===== config.mk =====
export PLATFORM = sky130hd
export DESIGN_NAME = csf_status_reg
export DESIGN_NICKNAME = d
export VERILOG_FILES = /design/src/csf_pkg.sv /design/src/csf_alu_if.sv /design/src/csf_flag_alu.sv /design/src/csf_status_reg.sv
export SDC_FILE = /design/constraint.sdc
export NUM_CORES = 1
export LEC_CHECK = 0
export BUFFER_PORTS_ARGS = -buffer_cell sky130_fd_sc_hd__buf_2
export CELL_PAD_IN_SITES_DETAIL_PLACEMENT = 1
export CELL_PAD_IN_SITES_GLOBAL_PLACEMENT = 2
export CORE_UTILIZATION = 27
export CTS_CLUSTER_SIZE = 12
export DETAILED_ROUTE_END_ITERATION = 7
export GPL_TIMING_DRIVEN = 0
export PLACE_DENSITY_LB_ADDON = 0.1
export SETUP_SLACK_MARGIN = 0.3
export SLEW_MARGIN = 20
export SYNTH_ARGS = -nofsm -noshare
export SYNTH_HDL_FRONTEND = slang
export SYNTH_SLANG_ARGS = --single-unit

===== constraint.sdc =====
create_clock -name core_clk -period 1.11 [get_ports core_clk]
set_input_delay 0.1665 -clock core_clk [delete_from_list [all_inputs] [get_ports core_clk]]
set_output_delay 0.1665 -clock core_clk [all_outputs]
set_load 0.005 [all_outputs]

===== src/csf_pkg.sv =====
package csf_pkg;

    // register bus geometry
    localparam int unsigned ADDR_W = 9;
    localparam int unsigned DATA_W = 8;

    // the status register answers at this offset in each of the four banks
    localparam logic [8:0] STATUS_OFS = 9'h003;
    localparam logic [6:0] BANK_OFS_MASK = 7'h7F;
    // event status and mask registers, placed in the top bank
    localparam logic [8:0] EVT_STS_OFS = 9'h1F0;
    localparam logic [8:0] EVT_MASK_OFS = 9'h1F1;

    // status field positions
    localparam int unsigned IND_BANK_BIT = 7;
    localparam int unsigned DIR_BANK_HI_BIT = 6;
    localparam int unsigned DIR_BANK_LO_BIT = 5;
    localparam int unsigned TIMEOUT_FLAG_BIT = 4;
    localparam int unsigned POWER_DOWN_BIT = 3;
    localparam int unsigned ZERO_BIT = 2;
    localparam int unsigned HALF_CARRY_BIT = 1;
    localparam int unsigned CARRY_BIT = 0;

    // after power-up: bank selects clear, both cause flags set, ALU flags 0
    localparam logic [7:0] STATUS_RST = 8'h18;

    // event status bit positions and reset values
    localparam int unsigned EVT_W = 3;
    localparam int unsigned EVT_WATCHDOG_EXPIRE = 0;
    localparam int unsigned EVT_SLEEP = 1;
    localparam int unsigned EVT_WATCHDOG_CLEAR = 2;
    localparam logic [2:0] EVT_STS_RST = 3'h0;
    localparam logic [2:0] EVT_MASK_RST = 3'h0;

    // operations the flag unit knows
    typedef enum logic [2:0] {
        CSF_OP_ADD,
        CSF_OP_SUB,
        CSF_OP_AND,
        CSF_OP_IOR,
        CSF_OP_XOR,
        CSF_OP_ZTST,
        CSF_OP_PASS
    } csf_alu_op_t;

endpackage


===== src/csf_alu_if.sv =====
`timescale 1ns/1ns
`default_nettype none

// operands from the status block to the flag unit and results back
interface csf_alu_if;
    csf_pkg::csf_alu_op_t op;
    logic [7:0] a;
    logic [7:0] b;
    logic [7:0] res;
    logic z;
    logic dc;
    logic c;
    logic upd_z;
    logic upd_cdc;

    modport core (
        output op, a, b,
        input res, z, dc, c, upd_z, upd_cdc
    );
    modport alu (
        input op, a, b,
        output res, z, dc, c, upd_z, upd_cdc
    );
endinterface

`default_nettype wire


===== src/csf_flag_alu.sv =====
`timescale 1ns/1ns
`default_nettype none

module csf_flag_alu (
    // operands in, result and flags out
    csf_alu_if.alu bus
);
    logic [8:0] full_sum;
    logic [4:0] nib_sum;

    // subtraction is b plus the complement of a plus one, so the carries
    // come out already in inverted-borrow form: one means no borrow
    always_comb begin
        full_sum = 9'h000;
        nib_sum = 5'h00;
        bus.res = bus.b;
        bus.upd_z = 1'b1;
        bus.upd_cdc = 1'b0;
        case (bus.op)
            csf_pkg::CSF_OP_ADD: begin
                full_sum = {1'b0, bus.a} + {1'b0, bus.b};
                nib_sum = {1'b0, bus.a[3:0]} + {1'b0, bus.b[3:0]};
                bus.res = full_sum[7:0];
                bus.upd_cdc = 1'b1;
            end
            csf_pkg::CSF_OP_SUB: begin
                full_sum = {1'b0, bus.b} + {1'b0, ~bus.a} + 9'h001;
                nib_sum = {1'b0, bus.b[3:0]} + {1'b0, ~bus.a[3:0]} + 5'h01;
                bus.res = full_sum[7:0];
                bus.upd_cdc = 1'b1;
            end
            csf_pkg::CSF_OP_AND: bus.res = bus.a & bus.b;
            csf_pkg::CSF_OP_IOR: bus.res = bus.a | bus.b;
            csf_pkg::CSF_OP_XOR: bus.res = bus.a ^ bus.b;
            csf_pkg::CSF_OP_ZTST: bus.res = bus.b;
            csf_pkg::CSF_OP_PASS: bus.upd_z = 1'b0;
            default: bus.upd_z = 1'b0;
        endcase
    end

    // flag values from the sums and the result
    always_comb begin
        bus.z = (bus.res == 8'h00);
        bus.dc = nib_sum[4];
        bus.c = full_sum[8];
    end
endmodule // csf_flag_alu

`default_nettype wire


===== src/csf_status_reg.sv =====
// Local design decision: the address-and-strobe port.
`timescale 1ns/1ns
`default_nettype none

// Functional notes
// - one status register answers at the same offset in all four banks
// - indirect bank bit 7 supplies address bit 8 for indirect accesses
// - direct bank bits 6:5 select one of four 128-byte banks
// - timeout flag set at power-up, watchdog clear and sleep
// - timeout flag cleared when the watchdog expires
// - power-down flag set at power-up and watchdog clear, cleared by sleep
// - half carry reflects carry out of bit 3 for add and subtract
// - carry flag updated by the add and the subtract operations
// - carry flag is one on carry out of bit 7, else zero
// - subtract drives carry and half carry as inverted borrow
// - data writes to zero, half carry, carry lose to flag updates
// - software writes never change timeout or power-down flags
module csf_status_reg #(
    parameter int unsigned ADDR_W = csf_pkg::ADDR_W
) (
    // clock and reset
    input wire logic core_clk,
    input wire logic rstn,
    // register port
    input wire logic [ADDR_W-1:0] reg_addr,
    input wire logic [7:0] reg_wdata,
    input wire logic reg_wr,
    input wire logic reg_rd,
    output logic [7:0] reg_rdata,
    // instruction execution
    input wire logic ins_valid,
    input wire csf_pkg::csf_alu_op_t ins_op,
    input wire logic [7:0] ins_w,
    input wire logic [7:0] ins_src,
    input wire logic ins_dest_status,
    output logic [7:0] alu_res_q,
    output logic alu_vld_q,
    // power and watchdog events
    input wire logic watchdog_clear_instruction,
    input wire logic sleep_instruction,
    input wire logic watchdog_timer_expire,
    // data memory address formation
    input wire logic mem_req,
    input wire logic mem_indirect,
    input wire logic [6:0] mem_dir_addr,
    input wire logic [7:0] mem_ind_ptr,
    output logic [8:0] mem_addr_q,
    output logic mem_vld_q,
    // status view and interrupt
    output logic [7:0] status_q,
    output logic irq_q
);
    // the bank fields and mirror decode need nine address bits
    if (ADDR_W < 9) begin : g_bad_addr_w
        $error("csf_status_reg: ADDR_W must be at least 9");
    end

    localparam int unsigned IB = csf_pkg::IND_BANK_BIT;
    localparam int unsigned RH = csf_pkg::DIR_BANK_HI_BIT;
    localparam int unsigned RL = csf_pkg::DIR_BANK_LO_BIT;
    localparam int unsigned TB = csf_pkg::TIMEOUT_FLAG_BIT;
    localparam int unsigned PB = csf_pkg::POWER_DOWN_BIT;
    localparam int unsigned ZB = csf_pkg::ZERO_BIT;
    localparam int unsigned HB = csf_pkg::HALF_CARRY_BIT;
    localparam int unsigned CB = csf_pkg::CARRY_BIT;

    csf_alu_if alu_bus ();

    logic [7:0] status_d;
    logic [7:0] reg_rdata_d;
    logic [7:0] alu_res_d;
    logic alu_vld_d;
    logic [8:0] mem_addr_d;
    logic mem_vld_d;
    logic [2:0] evt_sts_q;
    logic [2:0] evt_sts_d;
    logic [2:0] evt_mask_q;
    logic [2:0] evt_mask_d;
    logic irq_d;
    logic hit_status;
    logic hit_evt_sts;
    logic hit_evt_mask;
    logic [2:0] evt_now;

    // operands go straight to the flag unit; flags are caught on the edge
    assign alu_bus.op = ins_op;
    assign alu_bus.a = ins_w;
    assign alu_bus.b = ins_src;

    csf_flag_alu u_flag_alu (
        .bus(alu_bus.alu)
    );

    // address decode: status ignores the bank bits so every bank mirror hits; the event registers decode all nine bits
    always_comb begin
        hit_status = (reg_addr[6:0] == (csf_pkg::STATUS_OFS[6:0]
            & csf_pkg::BANK_OFS_MASK));
        hit_evt_sts = (reg_addr[8:0] == csf_pkg::EVT_STS_OFS);
        hit_evt_mask = (reg_addr[8:0] == csf_pkg::EVT_MASK_OFS);
    end

    // status next value; later assignments take priority over earlier ones
    always_comb begin
        status_d = status_q;
        if (reg_wr && hit_status) begin
            status_d[IB:RL] = reg_wdata[IB:RL];
            status_d[ZB:CB] = reg_wdata[ZB:CB];
        end
        if (ins_valid && ins_dest_status) begin
            status_d[IB:RL] = alu_bus.res[IB:RL];
            // any flag-affecting op keeps all three flags out of the write
            if (!alu_bus.upd_z && !alu_bus.upd_cdc) begin
                status_d[ZB:CB] = alu_bus.res[ZB:CB];
            end
        end
        if (ins_valid && alu_bus.upd_z) begin
            status_d[ZB] = alu_bus.z;
        end
        if (ins_valid && alu_bus.upd_cdc) begin
            status_d[HB] = alu_bus.dc;
            status_d[CB] = alu_bus.c;
        end
        if (watchdog_clear_instruction) begin
            status_d[TB] = 1'b1;
            status_d[PB] = 1'b1;
        end
        if (sleep_instruction) begin
            status_d[TB] = 1'b1;
            status_d[PB] = 1'b0;
        end
        // expiry last: a timeout is never hidden by a same-cycle clear
        if (watchdog_timer_expire) begin
            status_d[TB] = 1'b0;
        end
    end

    // result path, registered so the outputs stay glitch free
    always_comb begin
        alu_res_d = ins_valid ? alu_bus.res : alu_res_q;
        alu_vld_d = ins_valid;
    end

    // bank-qualified data memory address
    always_comb begin
        mem_vld_d = mem_req;
        mem_addr_d = mem_addr_q;
        if (mem_req && mem_indirect) begin
            mem_addr_d = {status_q[IB], mem_ind_ptr};
        end else if (mem_req) begin
            mem_addr_d = {status_q[RH], status_q[RL], mem_dir_addr};
        end
    end

    // sticky events: a read clears them, but a new event in that cycle stays
    always_comb begin
        evt_now = 3'h0;
        evt_now[csf_pkg::EVT_WATCHDOG_EXPIRE] = watchdog_timer_expire;
        evt_now[csf_pkg::EVT_SLEEP] = sleep_instruction;
        evt_now[csf_pkg::EVT_WATCHDOG_CLEAR] = watchdog_clear_instruction;
        evt_sts_d = evt_sts_q;
        if (reg_rd && hit_evt_sts) begin
            evt_sts_d = 3'h0;
        end
        evt_sts_d = evt_sts_d | evt_now;
        evt_mask_d = evt_mask_q;
        if (reg_wr && hit_evt_mask) begin
            evt_mask_d = reg_wdata[2:0];
        end
        irq_d = |(evt_sts_d & evt_mask_d);
    end

    // read data, valid only in the cycle after the read strobe
    always_comb begin
        reg_rdata_d = 8'h00;
        if (reg_rd && hit_status) begin
            reg_rdata_d = status_q;
        end else if (reg_rd && hit_evt_sts) begin
            reg_rdata_d = {5'h00, evt_sts_q};
        end else if (reg_rd && hit_evt_mask) begin
            reg_rdata_d = {5'h00, evt_mask_q};
        end
    end

    // all state; arithmetic flags start at zero rather than unknown
    always_ff @(posedge core_clk or negedge rstn) begin
        if (!rstn) begin
            status_q <= csf_pkg::STATUS_RST;
            reg_rdata <= 8'h00;
            alu_res_q <= 8'h00;
            alu_vld_q <= 1'b0;
            mem_addr_q <= 9'h000;
            mem_vld_q <= 1'b0;
            evt_sts_q <= csf_pkg::EVT_STS_RST;
            evt_mask_q <= csf_pkg::EVT_MASK_RST;
            irq_q <= 1'b0;
        end else begin
            status_q <= status_d;
            reg_rdata <= reg_rdata_d;
            alu_res_q <= alu_res_d;
            alu_vld_q <= alu_vld_d;
            mem_addr_q <= mem_addr_d;
            mem_vld_q <= mem_vld_d;
            evt_sts_q <= evt_sts_d;
            evt_mask_q <= evt_mask_d;
            irq_q <= irq_d;
        end
    end

    // reference carries, computed independently of the flag unit
    logic [8:0] ref_add;
    logic [4:0] ref_add_nib;
    logic ref_nb;
    logic ref_nb_nib;
    logic is_add;
    logic is_sub;
    logic no_evt;
    always_comb begin
        ref_add = {1'b0, ins_w} + {1'b0, ins_src};
        ref_add_nib = {1'b0, ins_w[3:0]} + {1'b0, ins_src[3:0]};
        ref_nb = (ins_src >= ins_w);
        ref_nb_nib = (ins_src[3:0] >= ins_w[3:0]);
        is_add = ins_valid && (ins_op == csf_pkg::CSF_OP_ADD);
        is_sub = ins_valid && (ins_op == csf_pkg::CSF_OP_SUB);
        no_evt = !watchdog_clear_instruction && !sleep_instruction
            && !watchdog_timer_expire;
    end

    AST_MIRROR_READ: assert property (
        @(posedge core_clk) disable iff (!rstn)
        reg_rd && (reg_addr[6:0] == 7'h03) |=> reg_rdata == $past(status_q))
        else $error("status mirror read mismatch");

    // read data must fall back to zero so a stale value is never mistaken
    AST_READ_IDLE: assert property (
        @(posedge core_clk) disable iff (!rstn)
        !reg_rd |=> reg_rdata == 8'h00)
        else $error("read data not zero outside a read");

    AST_IND_BANK: assert property (
        @(posedge core_clk) disable iff (!rstn)
        mem_req && mem_indirect
        |=> mem_addr_q == {$past(status_q[7]), $past(mem_ind_ptr)})
        else $error("indirect bank address wrong");

    AST_DIR_BANK: assert property (
        @(posedge core_clk) disable iff (!rstn)
        mem_req && !mem_indirect
        |=> mem_addr_q[8:7] == $past(status_q[6:5]) && mem_vld_q)
        else $error("direct bank address wrong");

    AST_TIMEOUT_SET: assert property (
        @(posedge core_clk) disable iff (!rstn)
        (watchdog_clear_instruction || sleep_instruction)
        && !watchdog_timer_expire |=> status_q[4])
        else $error("timeout flag not set");

    AST_TIMEOUT_CLEAR: assert property (
        @(posedge core_clk) disable iff (!rstn)
        watchdog_timer_expire |=> !status_q[4] ##1 (!status_q[4]
        || !$past(no_evt)))
        else $error("timeout flag not cleared or not held");

    AST_POWER_DOWN: assert property (
        @(posedge core_clk) disable iff (!rstn)
        sleep_instruction |=> !status_q[3])
        else $error("power-down flag not cleared by sleep");

    AST_HALF_CARRY: assert property (
        @(posedge core_clk) disable iff (!rstn)
        is_add |=> status_q[1] == $past(ref_add_nib[4]))
        else $error("half carry wrong on add");

    AST_CARRY_ADD: assert property (
        @(posedge core_clk) disable iff (!rstn)
        is_add |=> status_q[0] == $past(ref_add[8]))
        else $error("carry wrong on add");

    AST_BORROW: assert property (
        @(posedge core_clk) disable iff (!rstn)
        is_sub |=> status_q[0] == $past(ref_nb)
        && status_q[1] == $past(ref_nb_nib))
        else $error("borrow polarity wrong on subtract");

    AST_FLAGS_WIN: assert property (
        @(posedge core_clk) disable iff (!rstn)
        (is_add || is_sub) && ins_dest_status
        |=> status_q[1:0] == {$past(alu_bus.dc), $past(alu_bus.c)}
        && status_q[7:5] == $past(alu_bus.res[7:5]))
        else $error("data write overrode arithmetic flags");

    AST_CAUSE_RO: assert property (
        @(posedge core_clk) disable iff (!rstn)
        reg_wr && hit_status && no_evt
        |=> status_q[4:3] == $past(status_q[4:3]))
        else $error("software write changed reset-cause flags");

    // an instruction aimed at the register must not touch the cause bits
    AST_CAUSE_INS: assert property (
        @(posedge core_clk) disable iff (!rstn)
        ins_valid && ins_dest_status && no_evt
        |=> status_q[4:3] == $past(status_q[4:3]))
        else $error("instruction write changed reset-cause flags");

    AST_ZERO: assert property (
        @(posedge core_clk) disable iff (!rstn)
        ins_valid && (ins_op != csf_pkg::CSF_OP_PASS)
        |=> status_q[2] == (alu_res_q == 8'h00) && alu_vld_q)
        else $error("zero flag wrong");

    AST_CARRY_HOLD: assert property (
        @(posedge core_clk) disable iff (!rstn)
        ins_valid && !is_add && !is_sub && !(reg_wr && hit_status)
        && !(ins_dest_status && ins_op == csf_pkg::CSF_OP_PASS)
        |=> $stable(status_q[1:0]))
        else $error("carry flags changed by non-arithmetic op");

endmodule // csf_status_reg

`default_nettype wire


======== After elaboration in Yosys (flattened, before gate mapping) ========
Cells that the tools add are included.
word-level totals
  flip-flop bits (word level) ............. 42
  input port bits ......................... 62
  output and inout bits ................... 36
  word-level logic and storage cells ...... 76
operators by class
  add/subtract/negate cells ............... 6
  eq/ne operators ......................... 8
  muxes and demuxes ....................... 22
  bitwise gates (word level) .............. 7
  reduce and logical (&&, ||, !) cells .... 21
operators by type and width
  kind                                                                    number
  8-bit one-hot mux with 5 select lines                                   1
  3-bit two-way mux                                                       9
  8-bit by 8-bit adder with 9-bit output                                  2
  9-bit equality test (second input constant)                             2
  9-bit two-way mux                                                       2
  9-bit one-hot mux with 2 select lines                                   1
  4-bit by 4-bit adder with 5-bit output                                  2
  1-bit logical AND                                                       10
  5-bit one-hot mux with 2 select lines                                   1
  9-bit by 1-bit adder with 9-bit output (second input constant)          1
  8-bit AND                                                               1
  8-bit zero test                                                         1
  8-bit two-way mux                                                       1
  8-bit NOT                                                               1
  8-bit bitwise OR                                                        1
  8-bit bitwise XOR                                                       1
  7-bit by 2-bit equality test with 1-bit output (second input constant)  1
  3-bit by 2-bit equality test with 1-bit output (second input constant)  2
  3-bit equality test (second input constant)                             2
  2-bit two-way mux                                                       3
  2-bit nonzero test                                                      3
  6-bit OR reduction                                                      1
  5-bit by 1-bit adder with 5-bit output (second input constant)          1
  1-bit two-way mux                                                       4
  9 further kinds                                                         10

======== Logic depth before layout (Yosys ltp) ========
  depth after elaboration ................. 8
  mapped depth ............................ 9

======== Modules after synthesis ========
Synthesis repeated with hierarchy kept, for this count alone.
unflattened totals
  cell total of the unflattened synthesis .. 374
  area total of the unflattened synthesis .. 3370.7 sq um
by module, submodules not included
  module          times used  cells an instance  area each (sq um)  seq. area each (sq um)
  csf_status_reg  1           156                1825.5             1053.5
  csf_flag_alu    1           218                1545.2             0.0

======== Worst setup path after synthesis ========
No wires, ideal clock.
  path type ............................... input to register
  start ................................... in ins_w[3]
  end ..................................... reg status_q[2]
  setup time .............................. 120 ps
  data arrival time ....................... 2139 ps
  data required time ...................... 990 ps
  path slack .............................. -1149 ps
  stages on the path ...................... 9
  path buffers ............................ 1
  cell sequence ........................... inv_1 -> ha_1 -> clkbuf_1 -> nor2b_1 -> o21a_1 -> or4_4 -> a2111oi_2 -> o21ba_2 -> a41o_1
on the way
  cells in the longest elaborated chain, start to end .. 6
  elaborated cells between the ends (all ways) .. 10
  classes of those cells .................. 3 x add/sub; 2 x mux; 4 x bitwise; 1 x reduce/logical
RTL lines
  element                                    RTL line               RTL
  from (decl)                                csf_status_reg.sv:33   input wire logic [7:0] ins_w,
  8-bit NOT                                  csf_flag_alu.sv:27     full_sum = {1'b0, bus.b} + {1'b0, ~bus.a} + 9'h001;
  8-bit by 8-bit adder with 9-bit output     csf_flag_alu.sv:27
  9-bit by 1-bit adder with 9-bit output     csf_flag_alu.sv:27
  8-bit one-hot mux with 5 select lines (*)  csf_flag_alu.sv:19     case (bus.op)
  8-bit zero test (*)                        csf_flag_alu.sv:43     bus.z = (bus.res == 8'h00);
  1-bit two-way mux (*)                      csf_status_reg.sv:116  if (ins_valid && alu_bus.upd_z) begin
  via status_d[2]                            csf_status_reg.sv:69   logic [7:0] status_d;
  to (signal assigned)                       csf_status_reg.sv:187  status_q <= csf_pkg::STATUS_RST;
  to (signal assigned)                       csf_status_reg.sv:197  status_q <= status_d;
  to (decl)                                  csf_status_reg.sv:50   output logic [7:0] status_q,
The timed path passes the listed nets; every way through them passes the cells marked *.
A chain may end at the register's enable or synchronous reset.

======== Worst setup path after layout ========
Same ends and word-level chain as after synthesis.

==> results by group <==
Worst setup path
  • CP Cell Sequence: buf_12 -> inv_12 -> ha_4 -> clkbuf_16 -> nor2b_4 -> o21a_1 -> or4_4 -> a2111oi_4 -> o21ba_4 -> a41o_1
  • Startpoint type of the worst setup path: primary input
  • Worst endpoint required time: 1.29 ns
  • R2r endpoint: status_q[2]$_DFF_PN0_
  • Worst Path Arrival: 2.10 ns
  • Crit-path slowest cell: or4_4
  • Crit Path Max Fanout: 4
  • Worst R2R Path Depth: 4
  • CP peak stage delay: 0.51 ns
  • Crit path kind: primary input to flop
  • Reg-to-Reg Start: status_q[2]$_DFF_PN0_
  • Worst setup EP type: flop
  • Register-to-register setup slack: -0.08 ns

Synth
  • Synth Area in Compound Gates: 20.9%
  • Largest family of logic cells by synthesized area: compound AO/OA/AOI/OAI gates
  • Cell Area, Synth: 3150 um2
  • Post-Synth Adder-Cell Area: 10.8%
  • Syn nets: 439
  • Synth Register Bits: 42
  • Synth warnings: 0
  • EDFF count, synth: 0
  • Post-Synth XOR/XNOR Area: 1.11%
  • Synth Area in Simple Gates: 17.9%
  • Avg Synthesized Cell Area: 8.97 um2
  • Mux share of post-synthesis cell area: 9.98%
  • Post-Synthesis Cells: 351
  • Post-synth top flop: dfrtp_1
  • Distinct cells, synth: 60
  • Post-synthesis sequential area ratio: 33.5%
  • Post-synth ARST share: 100%

Final layout
  • # diodes: 0
  • FILL cells: 1296
  • Area Growth Syn to Fin: 62.0%
  • Commonest non-fill, non-tap cell in the layout: buf_2
  • Commonest non-fill, non-tap cells in the layout: 81 x buf_2, 40 x dfrtp_1, 31 x buf_4
  • Final core utilization: 44.8%
  • Share of cells above drive strength 1: 51.0%
  • Nets: 579

CTS
  • Worst-path clk slew: 0.06 ns
  • Num CTS Buffers: 5
  • CTS root buf: clkbuf_16
  • CTS H-tree lvls: 2
  • CTS tree: yes
  • Clk Latency, worst-skew pair: 0.29 ns
  • Total clock sinks: 42
  • Clock Tree Buf Depth: 2

Power and ir drop
  • Total power draw: 5220 uW
  • Lkg Pwr: 0.00238 uW
  • IR drop worst, VDD: 0.843 mV
  • PwrDens: 1020 nW/um2

Hold path
  • Hold EP: mem_vld_q$_DFF_PN0_
  • HP Start: mem_req
  • Worst hold path depth: 1
  • Worst Hold Class: primary input to flop

STA
  • Final Cycle Share: 174%
  • RSZ-0062 raised after global routing: yes
  • Skew final: 0.00442 ns
  • Final setup margin: -0.817 ns
  • Minimum clock period: 1.93 ns
  • # setup viols final: 15
  • Fin. max-slew vios: 0
  • Final hold vios: 0
  • Max Freq: 0.519 GHz
  • Worst-Margin Slew: 0.941 ns
  • Slew HR: 37.3%

Floorplan
  • Core area: 11400 um2
  • Die height: 110 um
  • Die area: 12100 um2
  • I/O pins: 98
  • Row count: 39
  • Initial Util: 27.7%
  • Die width: 110 um

Placement
  • GP Congestion: 0.884
  • Placed wire-length estimate: 8.19 mm
  • Number of buffers added on ports: 91

Routing
  • DR DRC count: 0
  • Drt pass-1 iters: 4
  • Routed len/inst: 16.8 um
  • Drt via density: 5.01
  • Vias post-DR: 3184
  • Initial DRC Count: 74
  • Final ANT Viol Nets: 0
  • Final wirelength: 10.7 mm

Global route
  • Pin count of the biggest net entering global routing: 43
  • Antenna violations before repair: 0
  • Grt total ovfl: 0
  • Vias in the first global route: 3324
  • GRT Total Usage: 17.9%
  • First-pass GRT wire length: 16.8 mm

Outcome
  • Status: finished, violations left
  • Violations in the final reports: setup timing

Job
  • Max-cap violations: 0
## critical path: cells and delay by family
kind | cells | cell delay (ns)
and+or+nand+nor | 2 | 0.55
buffers and inverters | 3 | 0.26
AOI/OAI and AO/OA | 4 | 0.88
adders and majority gates | 1 | 0.26
## state kept, by name (all words and copies together), names as in the netlist
register and count:
alu_res_q 8, alu_vld_q 1, evt_mask_q 3, evt_sts_q 3
irq_q 1, mem_addr_q 9, mem_vld_q 1, reg_rdata 8
status_q 8
## cell type report
class | count | area (um2) | area share (%)
Clock buffer | 6 | 139 | 2.72
Sequential cell | 42 | 1050 | 20.7
Clock inverter | 2 | 12.5 | 0.245
Timing Repair Buffer | 133 | 926 | 18.2
Tap cell | 143 | 179 | 3.51
Buffer | 22 | 228 | 4.47
Inverter | 24 | 130 | 2.55
Multi-Input combinational cell | 263 | 2430 | 47.7
## power breakdown
part / internal [uW] / switching, uW
combinational: 1010 / 931
sequential: 1680 / 94.3
clock: 891 / 618
total: 3580 / 1640
## synthesized netlist by cell type (3+ instances only)
library cell | n | area share, %
inv_1 | 24 | 2.9
nor2_1 | 32 | 3.8
mux2i_1 | 19 | 6.0
o22ai_1 | 4 | 0.80
nand2b_1 | 3 | 0.60
o21bai_1 | 3 | 0.72
nand3_1 | 7 | 1.1
nand2_1 | 15 | 1.8
and2_1 | 6 | 1.2
nor2b_1 | 10 | 2.0
a21o_1 | 4 | 0.95
mux2_2 | 11 | 3.9
a21oi_1 | 25 | 4.0
o21ai_0 | 23 | 3.7
and4_1 | 4 | 1.1
dfrtp_1 | 40 | 32
nor3_1 | 9 | 1.4
o22a_1 | 4 | 1.1
o211a_1 | 3 | 0.95
ha_1 | 24 | 9.5
a211oi_1 | 6 | 1.4
a21boi_0 | 3 | 0.72
nor4b_1 | 4 | 1.1
clkbuf_1 | 18 | 2.1
## per-stage QoR
stage | worst slack (ns) | setup TNS [ns] | instances | cell area, um2 | hold slack [ns]
finish | -0.817 | -7.90 | 635 | 5100 | 0.00367
detailed placement | -1.54 | -17.70 | 585 | 4090 | 0.292
floorplan | -0.928 | -8.32 | 351 | 3460 | -0.129
global route | -0.869 | -8.96 | 635 | 5100 | 0.00620
global placement | -1.53 | -17.64 | 585 | 4090 | 0.293
CTS | -0.800 | -7.42 | 619 | 4800 | 0.00272
## metal layers
metal  routed length (um)  global-route usage, %  vias up
met2                 5380                   32.4       67
met1                 4740                   22.3     1566
li1                     -                      -     1539
met3                  389                   1.66       12
met5                    0                      0        -
met4                  176                   5.62        0
## kinds of logic after synthesis
family | after synthesis
AOI/OAI and AO/OA | 99
xor gates and xnor gates | 4
adders and majority gates | 26
buffers and inverters | 46
DFF | 42
muxes | 30
and+or+nand+nor | 104
## what timing repair did
item / CTS / global route
pin swaps: 31 / 21
hold buffers: 1 / 0
setup buffers: 25 / 16
gates resized for setup: 85 / 41
endpoints found under the hold margin: 1 / 0
endpoints found under the setup margin: 65 / 68
## worst max-delay path by stage
stage                            end        from  slack (ns)  cells after the start
2_1_floorplan  status_q[2]$_DFF_PN0_    ins_w[3]       -0.93                      9
3_3_place_gp   status_q[2]$_DFF_PN0_  ins_src[1]       -1.53                      9
3_5_place_dp   status_q[2]$_DFF_PN0_    ins_w[1]       -1.54                      9
4_1_cts        status_q[2]$_DFF_PN0_    ins_w[3]       -0.80                     10
5_1_grt        status_q[2]$_DFF_PN0_    ins_w[3]       -0.87                     10
6_report       status_q[2]$_DFF_PN0_    ins_w[3]       -0.82                     10
Power figures use the tool's default switching activity.
